[src/pkg/omd_params.svh]
// Field positions, opcode codes and link constants for the opcode decoder.
// Assumes inclusion by bare name from the design files.
`ifndef OMD_PARAMS_SVH
`define OMD_PARAMS_SVH

// Instruction field positions
`define OMD_OP_MSB 31
`define OMD_OP_LSB 26
`define OMD_RS_MSB 25
`define OMD_RS_LSB 21
`define OMD_RT_MSB 20
`define OMD_RT_LSB 16
`define OMD_RD_MSB 15
`define OMD_RD_LSB 11
`define OMD_FN_MSB 5
`define OMD_FN_LSB 0
`define OMD_IMM_MSB 15
`define OMD_IMM_LSB 0

// Primary opcodes
`define OMD_OP_ZERO_FN 6'h00
`define OMD_OP_REG_IMM 6'h01
`define OMD_OP_JUMP 6'h02
`define OMD_OP_JUMP_LINK 6'h03
`define OMD_OP_BR_EQ 6'h04
`define OMD_OP_BR_NE 6'h05
`define OMD_OP_BR_LE_ZERO 6'h06
`define OMD_OP_BR_GT_ZERO 6'h07
`define OMD_OP_SUM_IMM 6'h08
`define OMD_OP_SUM_IMM_U 6'h09
`define OMD_OP_SYS_UNIT 6'h10
`define OMD_OP_BR_EQ_LIKELY 6'h14
`define OMD_OP_BR_NE_LIKELY 6'h15
`define OMD_OP_BR_LE_ZERO_LIKELY 6'h16
`define OMD_OP_BR_GT_ZERO_LIKELY 6'h17
`define OMD_OP_SECOND_FN 6'h1C
`define OMD_OP_CACHE 6'h2F
`define OMD_OP_PREFETCH 6'h33

// Zero-function submap codes
`define OMD_FN_UNUSABLE 6'h01
`define OMD_FN_SUM 6'h20
`define OMD_FN_SUM_U 6'h21

// Second-function submap codes
`define OMD_F2_MACC 6'h00
`define OMD_F2_MACC_U 6'h01
`define OMD_F2_PROD 6'h02
`define OMD_F2_MDED 6'h04
`define OMD_F2_MDED_U 6'h05
`define OMD_F2_LEAD_ZERO 6'h20
`define OMD_F2_LEAD_ONE 6'h21
`define OMD_F2_SOFT_BREAK 6'h3F

// System-unit rs and operation-group function codes
`define OMD_RS_MOVE_FROM 5'h00
`define OMD_RS_MOVE_TO 5'h04
`define OMD_CO_XLATE_READ 6'h01
`define OMD_CO_XLATE_WI 6'h02
`define OMD_CO_XLATE_WR 6'h06
`define OMD_CO_XLATE_PROBE 6'h08
`define OMD_CO_EXC_RETURN 6'h18
`define OMD_CO_DBG_RETURN 6'h1F
`define OMD_CO_WAIT 6'h20

// Link and branch arithmetic
`define OMD_LINK_OFFSET 32'h0000_0008
`define OMD_SLOT_OFFSET 32'h0000_0004
`define OMD_LINK_REG 5'h1F

`endif

[src/pkg/omd_pkg.sv]
// Types shared by the opcode decoder and its bench.
// Assumes nothing beyond a SystemVerilog compiler.
package omd_pkg;

  // ==========================================================
  // Decoded operation class
  typedef enum logic [5:0] {
    OMD_OP_NONE = 6'h00,
    OMD_OP_RESERVED = 6'h01,
    OMD_OP_UNUSABLE = 6'h02,
    OMD_OP_SHIFT = 6'h03,
    OMD_OP_JUMP_REG = 6'h04,
    OMD_OP_COND_MOVE = 6'h05,
    OMD_OP_SYSCALL = 6'h06,
    OMD_OP_BREAK = 6'h07,
    OMD_OP_SYNC = 6'h08,
    OMD_OP_HILO = 6'h09,
    OMD_OP_MULDIV = 6'h0A,
    OMD_OP_ADD = 6'h0B,
    OMD_OP_SUB = 6'h0C,
    OMD_OP_LOGIC = 6'h0D,
    OMD_OP_SET_LESS = 6'h0E,
    OMD_OP_TRAP = 6'h0F,
    OMD_OP_MACC = 6'h10,
    OMD_OP_PROD = 6'h11,
    OMD_OP_MDED = 6'h12,
    OMD_OP_LEAD_ZERO = 6'h13,
    OMD_OP_LEAD_ONE = 6'h14,
    OMD_OP_SOFT_BREAK = 6'h15,
    OMD_OP_BRANCH = 6'h16,
    OMD_OP_TRAP_IMM = 6'h17,
    OMD_OP_MOVE_FROM_SYS = 6'h18,
    OMD_OP_MOVE_TO_SYS = 6'h19,
    OMD_OP_XLATE_READ = 6'h1A,
    OMD_OP_XLATE_WI = 6'h1B,
    OMD_OP_XLATE_WR = 6'h1C,
    OMD_OP_XLATE_PROBE = 6'h1D,
    OMD_OP_EXC_RETURN = 6'h1E,
    OMD_OP_DBG_RETURN = 6'h1F,
    OMD_OP_WAIT = 6'h20,
    OMD_OP_JUMP = 6'h21,
    OMD_OP_ALU_IMM = 6'h22,
    OMD_OP_MEMORY = 6'h23
  } omd_op_e;

endpackage : omd_pkg

[src/design/omd_decoder.sv]
// Opcode map decoder: classifies one instruction word per cycle and
// resolves add results, branch outcomes, links and delay-slot kills.
// Assumes word, pc and operands arrive on clk_sys from fetch/read logic.
//
// Functional notes
// - Primary opcode is bits 31..26; four codes open the submaps.
// - Any reserved encoding raises reserved-instruction, no operation done.
// - Listed primary codes and zero-function 000001 raise coprocessor-unusable.
// - Zero-function submap decodes rows 000..110; gaps and row 111 reserved.
// - Second-function submap: multiply-add/sub, product, lead counts, debug break.
// - Register-immediate rt: branches, immediate traps, linking branches; rest reserved.
// - System unit rs: move-from 00000, move-to 00100, rs bit 4 set selects the operation group, others reserved.
// - Operation group functions: translation ops, returns, wait; rest reserved.
// - Fields are matched against fixed five or six bit codes.
// - Adds write A plus B, or A plus immediate, to their dest.
// - Equal-likely branch taken on equality, else delay slot ignored.
// - Greater-or-equal-zero branches taken exactly when A bit 31 clear.
// - Linking branches always write pc plus 8 into register 31.
// - Greater-than-zero taken when A positive and nonzero; likely nullifies.
// - Less-or-equal-zero taken when A negative or zero; likely nullifies.
// - Less-than-zero branch taken exactly when A bit 31 set.
// - A not-taken likely branch nullifies its delay-slot instruction.
`timescale 1ns/10ps
`include "omd_params.svh"

module omd_decoder (
  input wire logic clk_sys,
  input wire logic nrst,
  input wire logic instr_valid,
  input wire logic [31:0] instr_word,
  input wire logic [31:0] instr_pc,
  input wire logic [31:0] source_a,
  input wire logic [31:0] source_b,
  output logic dec_valid,
  output omd_pkg::omd_op_e dec_op,
  output logic resv_exc,
  output logic unusable_exc,
  output logic wr_en,
  output logic [4:0] wr_dest,
  output logic [31:0] wr_data,
  output logic br_valid,
  output logic br_taken,
  output logic [31:0] br_target,
  output logic link_en,
  output logic [31:0] link_data,
  output logic nullify_slot
);

  // ==========================================================
  // Decode functions
  function automatic omd_pkg::omd_op_e zero_fn_decode(
    input logic [5:0] fn
  );
    omd_pkg::omd_op_e res;
    res = omd_pkg::OMD_OP_RESERVED;
    case (fn)
      6'h00, 6'h02, 6'h03, 6'h04, 6'h06, 6'h07: begin
        res = omd_pkg::OMD_OP_SHIFT;
      end
      `OMD_FN_UNUSABLE: begin
        res = omd_pkg::OMD_OP_UNUSABLE;
      end
      6'h08, 6'h09: begin
        res = omd_pkg::OMD_OP_JUMP_REG;
      end
      6'h0A, 6'h0B: begin
        res = omd_pkg::OMD_OP_COND_MOVE;
      end
      6'h0C: begin
        res = omd_pkg::OMD_OP_SYSCALL;
      end
      6'h0D: begin
        res = omd_pkg::OMD_OP_BREAK;
      end
      6'h0F: begin
        res = omd_pkg::OMD_OP_SYNC;
      end
      6'h10, 6'h11, 6'h12, 6'h13: begin
        res = omd_pkg::OMD_OP_HILO;
      end
      6'h18, 6'h19, 6'h1A, 6'h1B: begin
        res = omd_pkg::OMD_OP_MULDIV;
      end
      `OMD_FN_SUM, `OMD_FN_SUM_U: begin
        res = omd_pkg::OMD_OP_ADD;
      end
      6'h22, 6'h23: begin
        res = omd_pkg::OMD_OP_SUB;
      end
      6'h24, 6'h25, 6'h26, 6'h27: begin
        res = omd_pkg::OMD_OP_LOGIC;
      end
      6'h2A, 6'h2B: begin
        res = omd_pkg::OMD_OP_SET_LESS;
      end
      6'h30, 6'h31, 6'h32, 6'h33, 6'h34, 6'h36: begin
        res = omd_pkg::OMD_OP_TRAP;
      end
      default: begin
        res = omd_pkg::OMD_OP_RESERVED;
      end
    endcase
    return res;
  endfunction : zero_fn_decode

  function automatic omd_pkg::omd_op_e second_fn_decode(
    input logic [5:0] fn
  );
    omd_pkg::omd_op_e res;
    case (fn)
      `OMD_F2_MACC, `OMD_F2_MACC_U: begin
        res = omd_pkg::OMD_OP_MACC;
      end
      `OMD_F2_PROD: begin
        res = omd_pkg::OMD_OP_PROD;
      end
      `OMD_F2_MDED, `OMD_F2_MDED_U: begin
        res = omd_pkg::OMD_OP_MDED;
      end
      `OMD_F2_LEAD_ZERO: begin
        res = omd_pkg::OMD_OP_LEAD_ZERO;
      end
      `OMD_F2_LEAD_ONE: begin
        res = omd_pkg::OMD_OP_LEAD_ONE;
      end
      `OMD_F2_SOFT_BREAK: begin
        res = omd_pkg::OMD_OP_SOFT_BREAK;
      end
      default: begin
        res = omd_pkg::OMD_OP_RESERVED;
      end
    endcase
    return res;
  endfunction : second_fn_decode

  function automatic omd_pkg::omd_op_e reg_imm_decode(
    input logic [4:0] rt
  );
    omd_pkg::omd_op_e res;
    case (rt)
      5'h00, 5'h01, 5'h02, 5'h03, 5'h10, 5'h11, 5'h12, 5'h13: begin
        res = omd_pkg::OMD_OP_BRANCH;
      end
      5'h08, 5'h09, 5'h0A, 5'h0B, 5'h0C, 5'h0E: begin
        res = omd_pkg::OMD_OP_TRAP_IMM;
      end
      default: begin
        res = omd_pkg::OMD_OP_RESERVED;
      end
    endcase
    return res;
  endfunction : reg_imm_decode

  function automatic omd_pkg::omd_op_e sys_unit_decode(
    input logic [4:0] rs,
    input logic [5:0] fn
  );
    omd_pkg::omd_op_e res;
    res = omd_pkg::OMD_OP_RESERVED;
    if (rs[4]) begin
      case (fn)
        `OMD_CO_XLATE_READ: res = omd_pkg::OMD_OP_XLATE_READ;
        `OMD_CO_XLATE_WI: res = omd_pkg::OMD_OP_XLATE_WI;
        `OMD_CO_XLATE_WR: res = omd_pkg::OMD_OP_XLATE_WR;
        `OMD_CO_XLATE_PROBE: res = omd_pkg::OMD_OP_XLATE_PROBE;
        `OMD_CO_EXC_RETURN: res = omd_pkg::OMD_OP_EXC_RETURN;
        `OMD_CO_DBG_RETURN: res = omd_pkg::OMD_OP_DBG_RETURN;
        `OMD_CO_WAIT: res = omd_pkg::OMD_OP_WAIT;
        default: res = omd_pkg::OMD_OP_RESERVED;
      endcase
    end else if (rs == `OMD_RS_MOVE_FROM) begin
      res = omd_pkg::OMD_OP_MOVE_FROM_SYS;
    end else if (rs == `OMD_RS_MOVE_TO) begin
      res = omd_pkg::OMD_OP_MOVE_TO_SYS;
    end
    return res;
  endfunction : sys_unit_decode

  function automatic omd_pkg::omd_op_e primary_decode(
    input logic [31:0] iw
  );
    omd_pkg::omd_op_e res;
    logic [5:0] op;
    op = iw[`OMD_OP_MSB:`OMD_OP_LSB];
    case (op)
      `OMD_OP_ZERO_FN: res = zero_fn_decode(iw[`OMD_FN_MSB:`OMD_FN_LSB]);
      `OMD_OP_REG_IMM: res = reg_imm_decode(iw[`OMD_RT_MSB:`OMD_RT_LSB]);
      `OMD_OP_SECOND_FN: res = second_fn_decode(iw[`OMD_FN_MSB:`OMD_FN_LSB]);
      `OMD_OP_SYS_UNIT: begin
        res = sys_unit_decode(iw[`OMD_RS_MSB:`OMD_RS_LSB],
                              iw[`OMD_FN_MSB:`OMD_FN_LSB]);
      end
      `OMD_OP_JUMP, `OMD_OP_JUMP_LINK: res = omd_pkg::OMD_OP_JUMP;
      `OMD_OP_BR_EQ, `OMD_OP_BR_NE, `OMD_OP_BR_LE_ZERO,
      `OMD_OP_BR_GT_ZERO, `OMD_OP_BR_EQ_LIKELY, `OMD_OP_BR_NE_LIKELY,
      `OMD_OP_BR_LE_ZERO_LIKELY, `OMD_OP_BR_GT_ZERO_LIKELY: begin
        res = omd_pkg::OMD_OP_BRANCH;
      end
      `OMD_OP_SUM_IMM, `OMD_OP_SUM_IMM_U: res = omd_pkg::OMD_OP_ADD;
      6'h0A, 6'h0B, 6'h0C, 6'h0D, 6'h0E, 6'h0F: begin
        res = omd_pkg::OMD_OP_ALU_IMM;
      end
      6'h11, 6'h12, 6'h13, 6'h31, 6'h32, 6'h35, 6'h36, 6'h39, 6'h3A,
      6'h3D, 6'h3E: begin
        res = omd_pkg::OMD_OP_UNUSABLE;
      end
      6'h20, 6'h21, 6'h22, 6'h23, 6'h24, 6'h25, 6'h26, 6'h28, 6'h29,
      6'h2A, 6'h2B, 6'h2E, `OMD_OP_CACHE, 6'h30, `OMD_OP_PREFETCH,
      6'h38: begin
        res = omd_pkg::OMD_OP_MEMORY;
      end
      default: res = omd_pkg::OMD_OP_RESERVED;
    endcase
    return res;
  endfunction : primary_decode

  // ==========================================================
  // Combinational decode of the current word
  logic [5:0] op_fld;
  logic [4:0] rt_fld;
  logic [31:0] imm_sext;
  logic [31:0] slot_pc;
  logic a_zero;
  logic a_neg;
  omd_pkg::omd_op_e op_cls;
  logic is_branch;
  logic is_likely;
  logic is_link;
  logic cond_met;
  logic is_add;
  logic add_imm;

  assign op_fld = instr_word[`OMD_OP_MSB:`OMD_OP_LSB];
  assign rt_fld = instr_word[`OMD_RT_MSB:`OMD_RT_LSB];
  assign imm_sext = {{16{instr_word[`OMD_IMM_MSB]}},
                     instr_word[`OMD_IMM_MSB:`OMD_IMM_LSB]};
  assign slot_pc = instr_pc + `OMD_SLOT_OFFSET;
  assign a_zero = (source_a == 32'h0000_0000);
  assign a_neg = source_a[31];
  assign op_cls = primary_decode(instr_word);
  assign is_branch = (op_cls == omd_pkg::OMD_OP_BRANCH);
  assign is_add = (op_cls == omd_pkg::OMD_OP_ADD);
  assign add_imm = (op_fld == `OMD_OP_SUM_IMM) ||
                   (op_fld == `OMD_OP_SUM_IMM_U);

  // Likely forms: primary row 010, or register-immediate rt bit 1
  always_comb begin
    is_likely = 1'b0;
    is_link = 1'b0;
    cond_met = 1'b0;
    if (op_fld == `OMD_OP_REG_IMM) begin
      is_likely = rt_fld[1];
      is_link = rt_fld[4];
      cond_met = rt_fld[0] ? !a_neg : a_neg;
    end else begin
      is_likely = op_fld[4];
      case (op_fld[1:0])
        2'b00: cond_met = (source_a == source_b);
        2'b01: cond_met = (source_a != source_b);
        2'b10: cond_met = a_neg || a_zero;
        2'b11: cond_met = !a_neg && !a_zero;
        default: cond_met = 1'b0;
      endcase
    end
  end

  // ==========================================================
  // Registered outputs, one cycle after the word
  logic dec_valid_r;
  omd_pkg::omd_op_e dec_op_r;
  logic resv_exc_r;
  logic unusable_exc_r;
  logic wr_en_r;
  logic [4:0] wr_dest_r;
  logic [31:0] wr_data_r;
  logic br_valid_r;
  logic br_taken_r;
  logic [31:0] br_target_r;
  logic link_en_r;
  logic [31:0] link_data_r;
  logic nullify_r;

  always_ff @(posedge clk_sys or negedge nrst) begin
    if (!nrst) begin
      dec_valid_r <= 1'b0;
      dec_op_r <= omd_pkg::OMD_OP_NONE;
      resv_exc_r <= 1'b0;
      unusable_exc_r <= 1'b0;
    end else begin
      dec_valid_r <= instr_valid;
      dec_op_r <= instr_valid ? op_cls : omd_pkg::OMD_OP_NONE;
      resv_exc_r <= instr_valid && (op_cls == omd_pkg::OMD_OP_RESERVED);
      unusable_exc_r <= instr_valid &&
                        (op_cls == omd_pkg::OMD_OP_UNUSABLE);
    end
  end

  // Only decoded adds reach the write port; exceptions never write
  always_ff @(posedge clk_sys or negedge nrst) begin
    if (!nrst) begin
      wr_en_r <= 1'b0;
      wr_dest_r <= 5'h00;
      wr_data_r <= 32'h0000_0000;
    end else begin
      wr_en_r <= instr_valid && is_add;
      if (instr_valid && is_add) begin
        wr_data_r <= source_a + (add_imm ? imm_sext : source_b);
        wr_dest_r <= add_imm ? rt_fld
                             : instr_word[`OMD_RD_MSB:`OMD_RD_LSB];
      end
    end
  end

  always_ff @(posedge clk_sys or negedge nrst) begin
    if (!nrst) begin
      br_valid_r <= 1'b0;
      br_taken_r <= 1'b0;
      br_target_r <= 32'h0000_0000;
      link_en_r <= 1'b0;
      link_data_r <= 32'h0000_0000;
      nullify_r <= 1'b0;
    end else begin
      br_valid_r <= instr_valid && is_branch;
      br_taken_r <= instr_valid && is_branch && cond_met;
      link_en_r <= instr_valid && is_branch && is_link;
      nullify_r <= instr_valid && is_branch && is_likely &&
                   !cond_met;
      if (instr_valid && is_branch) begin
        br_target_r <= slot_pc + {imm_sext[29:0], 2'b00};
        link_data_r <= instr_pc + `OMD_LINK_OFFSET;
      end
    end
  end

  assign dec_valid = dec_valid_r;
  assign dec_op = dec_op_r;
  assign resv_exc = resv_exc_r;
  assign unusable_exc = unusable_exc_r;
  assign wr_en = wr_en_r;
  assign wr_dest = wr_dest_r;
  assign wr_data = wr_data_r;
  assign br_valid = br_valid_r;
  assign br_taken = br_taken_r;
  assign br_target = br_target_r;
  assign link_en = link_en_r;
  assign link_data = link_data_r;
  assign nullify_slot = nullify_r;
endmodule : omd_decoder

[config.mk]
export PLATFORM = sky130hd
export DESIGN_NAME = omd_decoder
export DESIGN_NICKNAME = d
export VERILOG_FILES = /design/src/pkg/omd_pkg.sv /design/src/design/omd_decoder.sv
export VERILOG_INCLUDE_DIRS = /design/src /design/src/pkg
export SDC_FILE = /design/constraint.sdc
export NUM_CORES = 1
export LEC_CHECK = 0
export ABC_AREA = 1
export BUFFER_PORTS_ARGS = -buffer_cell sky130_fd_sc_hd__buf_2
export CAP_MARGIN = 20
export CORE_AREA = 2 2 147 149
export DETAILED_ROUTE_END_ITERATION = 16
export DIE_AREA = 0 0 149 151
export GPL_ROUTABILITY_DRIVEN = 0
export HOLD_SLACK_MARGIN = 0.06
export MAX_ROUTING_LAYER = met4
export PLACE_DENSITY = 0.8
export SYNTH_ARGS = -nofsm -noshare
export SYNTH_HDL_FRONTEND = slang
export SYNTH_SLANG_ARGS = --single-unit
[constraint.sdc]
create_clock -name clk_sys -period 1.4 [get_ports clk_sys]
set_input_delay 0.21 -clock clk_sys [delete_from_list [all_inputs] [get_ports clk_sys]]
set_output_delay 0.21 -clock clk_sys [all_outputs]
set_load 0.02 [all_outputs]
==> flow_summary.ini, run 1 <==
[outcome]
lastStage = global routing (5_1_grt)
stop_error = [ERROR GRT-0116] Global routing finished with congestion. Check the congestion regions in the DRC Viewer.
run_status = aborted with a tool error

[synthesis]
synth-edff-count = 0
synth.avg_cell_area_um2 = 6.223
synth_flop_cell = dfrtp_1
ys_ff_latch = 113
synth-async-reset-ratio_pct = 100.0
netlist_top_cells_area = dfrtp_1 25%, nand2_1 22%, ha_1 10%
synth_cells = 1827
synth_cell_types = 36
netlist_area_um2 = 11370
synth.most_common_cell = nand2_1
ys_warn_count = 0
ys_seq_area_share_pct = 24.87
netlist_top_cells_count = 659 x nand2_1, 213 x inv_1, 198 x nand3_1
netlist.area_leader.share_pct = 24.87
synth.net_count = 2053
yosysTopAreaCell = dfrtp_1

[grt]
grt_overflow = 2
grt_first_pass_wirelength_um = 113600
grt_max_degree = 70
grt_use_total_pct = 69.16
grt_pass1_vias = 19980

[clock_network]
htreeDepth = 4
cts_root_buffer = clkbuf_16
cts_max_path_buffers = 2
clock-sinks = 113
cts_made_buffers = 17

[placed_design]
hpwlAfterDp_um = 34370
dp.cells = 2633
port_buffers = 245

[floorplan]
dieHeight_um = 151
core.rowCount = 53
ios = 246
initial_utilization_pct = 54.60
die_w_um = 149
## kinds of logic after synthesis
family,Yosys count,share of synthesized area (%)
and+or+nand+nor,1111,40.98
buffers and inverters,267,10.15
AOI/OAI and AO/OA,169,7.868
DFF,113,24.87
adders and majority gates,95,10.59
xor gates and xnor gates,72,5.546
## layer usage
layer	overflow	track usage, %
met2	1	88.20
met3	0	46.90
met4	1	68.90
met1	0	67.62
met5	-	-
## timing repair
action,in CTS
hold buffers,4
gates cloned,10
resized for setup,357
pin swaps,79
endpoints found under the hold margin,117
endpoints found under the setup margin,106
setup buffers,26
## metrics by stage
| stage | cell area, um^2 | TNS [ns] | setup WS, ns | utilization (%) | hold WS, ns |
|---|---|---|---|---|---|
| floorplan | 12200 | -48.91 | -0.8909 | - | -0.08559 |
| global placement | 15990 | -92.39 | -1.193 | 76.79 | 0.2123 |
| detailed placement | 15990 | -97.64 | -1.252 | 76.79 | 0.2114 |
| CTS | 18620 | -39.61 | -0.6372 | 89.44 | 0.1131 |
==> run 2, diff against run 1 <==
--- a/config.mk
+++ b/config.mk
@@ -9,13 +9,11 @@
 export ABC_AREA = 1
 export BUFFER_PORTS_ARGS = -buffer_cell sky130_fd_sc_hd__buf_2
 export CAP_MARGIN = 20
-export CORE_AREA = 2 2 147 149
+export CORE_AREA = 2 2 172 174
 export DETAILED_ROUTE_END_ITERATION = 16
-export DIE_AREA = 0 0 149 151
+export DIE_AREA = 0 0 174 176
 export GPL_ROUTABILITY_DRIVEN = 0
-export HOLD_SLACK_MARGIN = 0.06
-export MAX_ROUTING_LAYER = met4
-export PLACE_DENSITY = 0.8
+export PLACE_DENSITY_LB_ADDON = 0.15
 export SYNTH_ARGS = -nofsm -noshare
 export SYNTH_HDL_FRONTEND = slang
 export SYNTH_SLANG_ARGS = --single-unit
==> run 2 against run 1 <==
Effect of this change: the flow now finishes, with violations (setup timing); synthesized cell count is the same; synthesized area is the same.
==> flow_summary.ini, run 2 <==
[timing]
setup_viol = 108
relSlewSlack_pct = 73.12
hold_viol = 0
worst_pin_slew_ns = 0.4032
slew_violations = 0
fmax_mhz = 397.2
finClkSkew_ns = 0
setup_ws_ns = -1.118
rsz0062_at_grt = yes
period_minus_slack_ns = 2.518
fin_tns_setup_ns = -54.41
fin_crit_sh_pct = 179.8

[pwr]
power_mw = 16.85
power_density_nw_per_um2 = 792.3
ir_drop_uv = 748.0
p_leak_nw = 11.01

[clock_network]
cts_max_path_buffers = 2
cts_made_buffers = 17
cts_tree = built
htreeDepth = 4
cts_root_buffer = clkbuf_16
clock-sinks = 113
cts.clk_slew.worst_paths_ns = 0.07
insertion_delay_ns = 0.43

[setup_path]
crit_type = input port to register
critPathLaunchType = input port
arrival_ns = 2.86
required_ns = 1.74
cp_max_fo = 8
critical_path.endpoint_type = register

[synthesis]
netlist_area_um2 = 11370
netlist.area_leader.share_pct = 24.87
ys_seq_area_share_pct = 24.87
ys_warn_count = 0
ys_ff_latch = 113
yosysTopAreaCell = dfrtp_1
netlist_top_cells_count = 659 x nand2_1, 213 x inv_1, 198 x nand3_1
synth.net_count = 2053
netlist_top_cells_area = dfrtp_1 25%, nand2_1 22%, ha_1 10%
synth_cells = 1827
synth-edff-count = 0
synth_cell_types = 36
synth-async-reset-ratio_pct = 100.0
synth.avg_cell_area_um2 = 6.223
synth_flop_cell = dfrtp_1
synth.most_common_cell = nand2_1

[placed_design]
dp.cells = 2737
hpwlAfterDp_um = 35810
port_buffers = 245
dp_slack_ns = -1.239

[floorplan]
die_w_um = 174
dieHeight_um = 176
core_area_um2 = 28550
initial_utilization_pct = 39.83
ios = 246
core.rowCount = 62
die_area_um2 = 30620

[outcome]
run_status = finished with violations
violations = setup timing

[grt]
grt_first_pass_wirelength_um = 79940
grt_max_degree = 54
grt_pass1_vias = 15090
grt_overflow = 0
grt_use_total_pct = 33.44
antenna_found_initial = 6

[detailed_routing]
viasPerCell = 5.628
vias = 16250
wire_per_inst_um = 21.39
wl_um = 61780
antenna_left = 0
drt-initial-drc-count = 1786
dr.pass1.iters = 6
drcViolationCount = 0

[cells_and_area]
most-common-layout-cells = 459 x nand2_1, 335 x buf_4, 231 x buf_2
final_core_util_pct = 74.48
drive_above_1_share_pct = 52.64
syn2layout_area_growth_pct = 87.01
nets = 2711
stdcell_count = 2888
layout_commonest_cell = nand2_1

[run]
max_cap_violations = 0

[worst_hold_path]
hold_path_class = input port to register
[run 2: cell counts after synthesis]
Identical to the previous run, type by type.
[run 2: path summary, 6_finish.rpt]
kind | start | to | slack (ns) | cells after the start
max reg2reg | link_data[2]$_DFFE_PN0P_ | link_data[2]$_DFFE_PN0P_ | 0.63 | 2
max | instr_word[31] | wr_data[31]$_DFFE_PN0P_ | -1.12 | 20
min reg2reg | wr_data[12]$_DFFE_PN0P_ | wr_data[12]$_DFFE_PN0P_ | 0.46 | 2
min | instr_pc[0] | br_target[0]$_DFFE_PN0P_ | 0.008 | 3
min in group asynchronous | nrst | wr_data[18]$_DFFE_PN0P_ | 0.17 | 2
max in group asynchronous | nrst | link_data[28]$_DFFE_PN0P_ | 0.64 | 3
[run 2: final cells by class]
cell class / instances / area [um^2]
Antenna cell: 6 / 15.01
Fill cell: 1959 / 7284
Sequential cell: 113 / 2828
Timing Repair Buffer: 682 / 5642
Inverter: 223 / 887.1
Multi-Input combinational cell: 1448 / 10810
Clock inverter: 14 / 166.4
Clock buffer: 18 / 439.2
Tap cell: 384 / 480.5
[run 2: worst max-delay path, cell delays in order]
cell and delay, ns:
buf_8 0.10, nor2_4 0.13, nand2_4 0.08, nor2_4 0.14, buf_12 0.17, nand2_8 0.09, buf_6 0.15, o21ai_0 0.09
inv_1 0.09, ha_1 0.36, nand2_1 0.16, inv_1 0.07, a21oi_1 0.36, nand2_1 0.15, a21oi_2 0.16, nand2_1 0.07
nand2_1 0.06, nand2_1 0.06, nand3_1 0.08, nand2_1 0.05
[run 2: layer usage]
layer	share of wire, %	vias up	GRT usage (%)
met5	0	-	0
li1	-	7194	-
met4	9.4	0	24.44
met3	9.2	420	4.802
met1	35	7449	39.24
met2	47	1190	56.13
[run 2: report_power, final]
part | internal, mW | switching [mW]
Combinational | 3.61 | 4.68
Clock | 2.74 | 2.07
Sequential | 3.55 | 0.189
[run 2: logic make-up after synthesis]
| group | count (synthesis) | share of synthesized area (%) |
|---|---|---|
| simple gates | 1111 | 40.98 |
| flops | 113 | 24.87 |
| fa+ha+maj | 95 | 10.59 |
| compound gates | 169 | 7.868 |
| xor+xnor | 72 | 5.546 |
| buf+inv | 267 | 10.15 |
[run 2: per-stage QoR]
stage / hold WS [ns] / cell area, um^2
6_report: 0.007597 / 21260
5_1_grt: 0.006487 / 21260
4_1_cts: 0.003532 / 19220
3_5_place_dp: 0.09453 / 16090
3_3_place_gp: 0.09560 / 16090
2_1_floorplan: -0.08559 / 12200
[run 2: what timing repair did]
item | CTS | global route
hold endpoints to repair | 114 | 0
hold buffers | 2 | 0
resized for setup | 381 | 431
pin swaps | 88 | 198
endpoints found under the setup margin | 108 | 108
cloned | 17 | 14
setup buffers | 66 | 36
(Power assumes the default switching activity.)
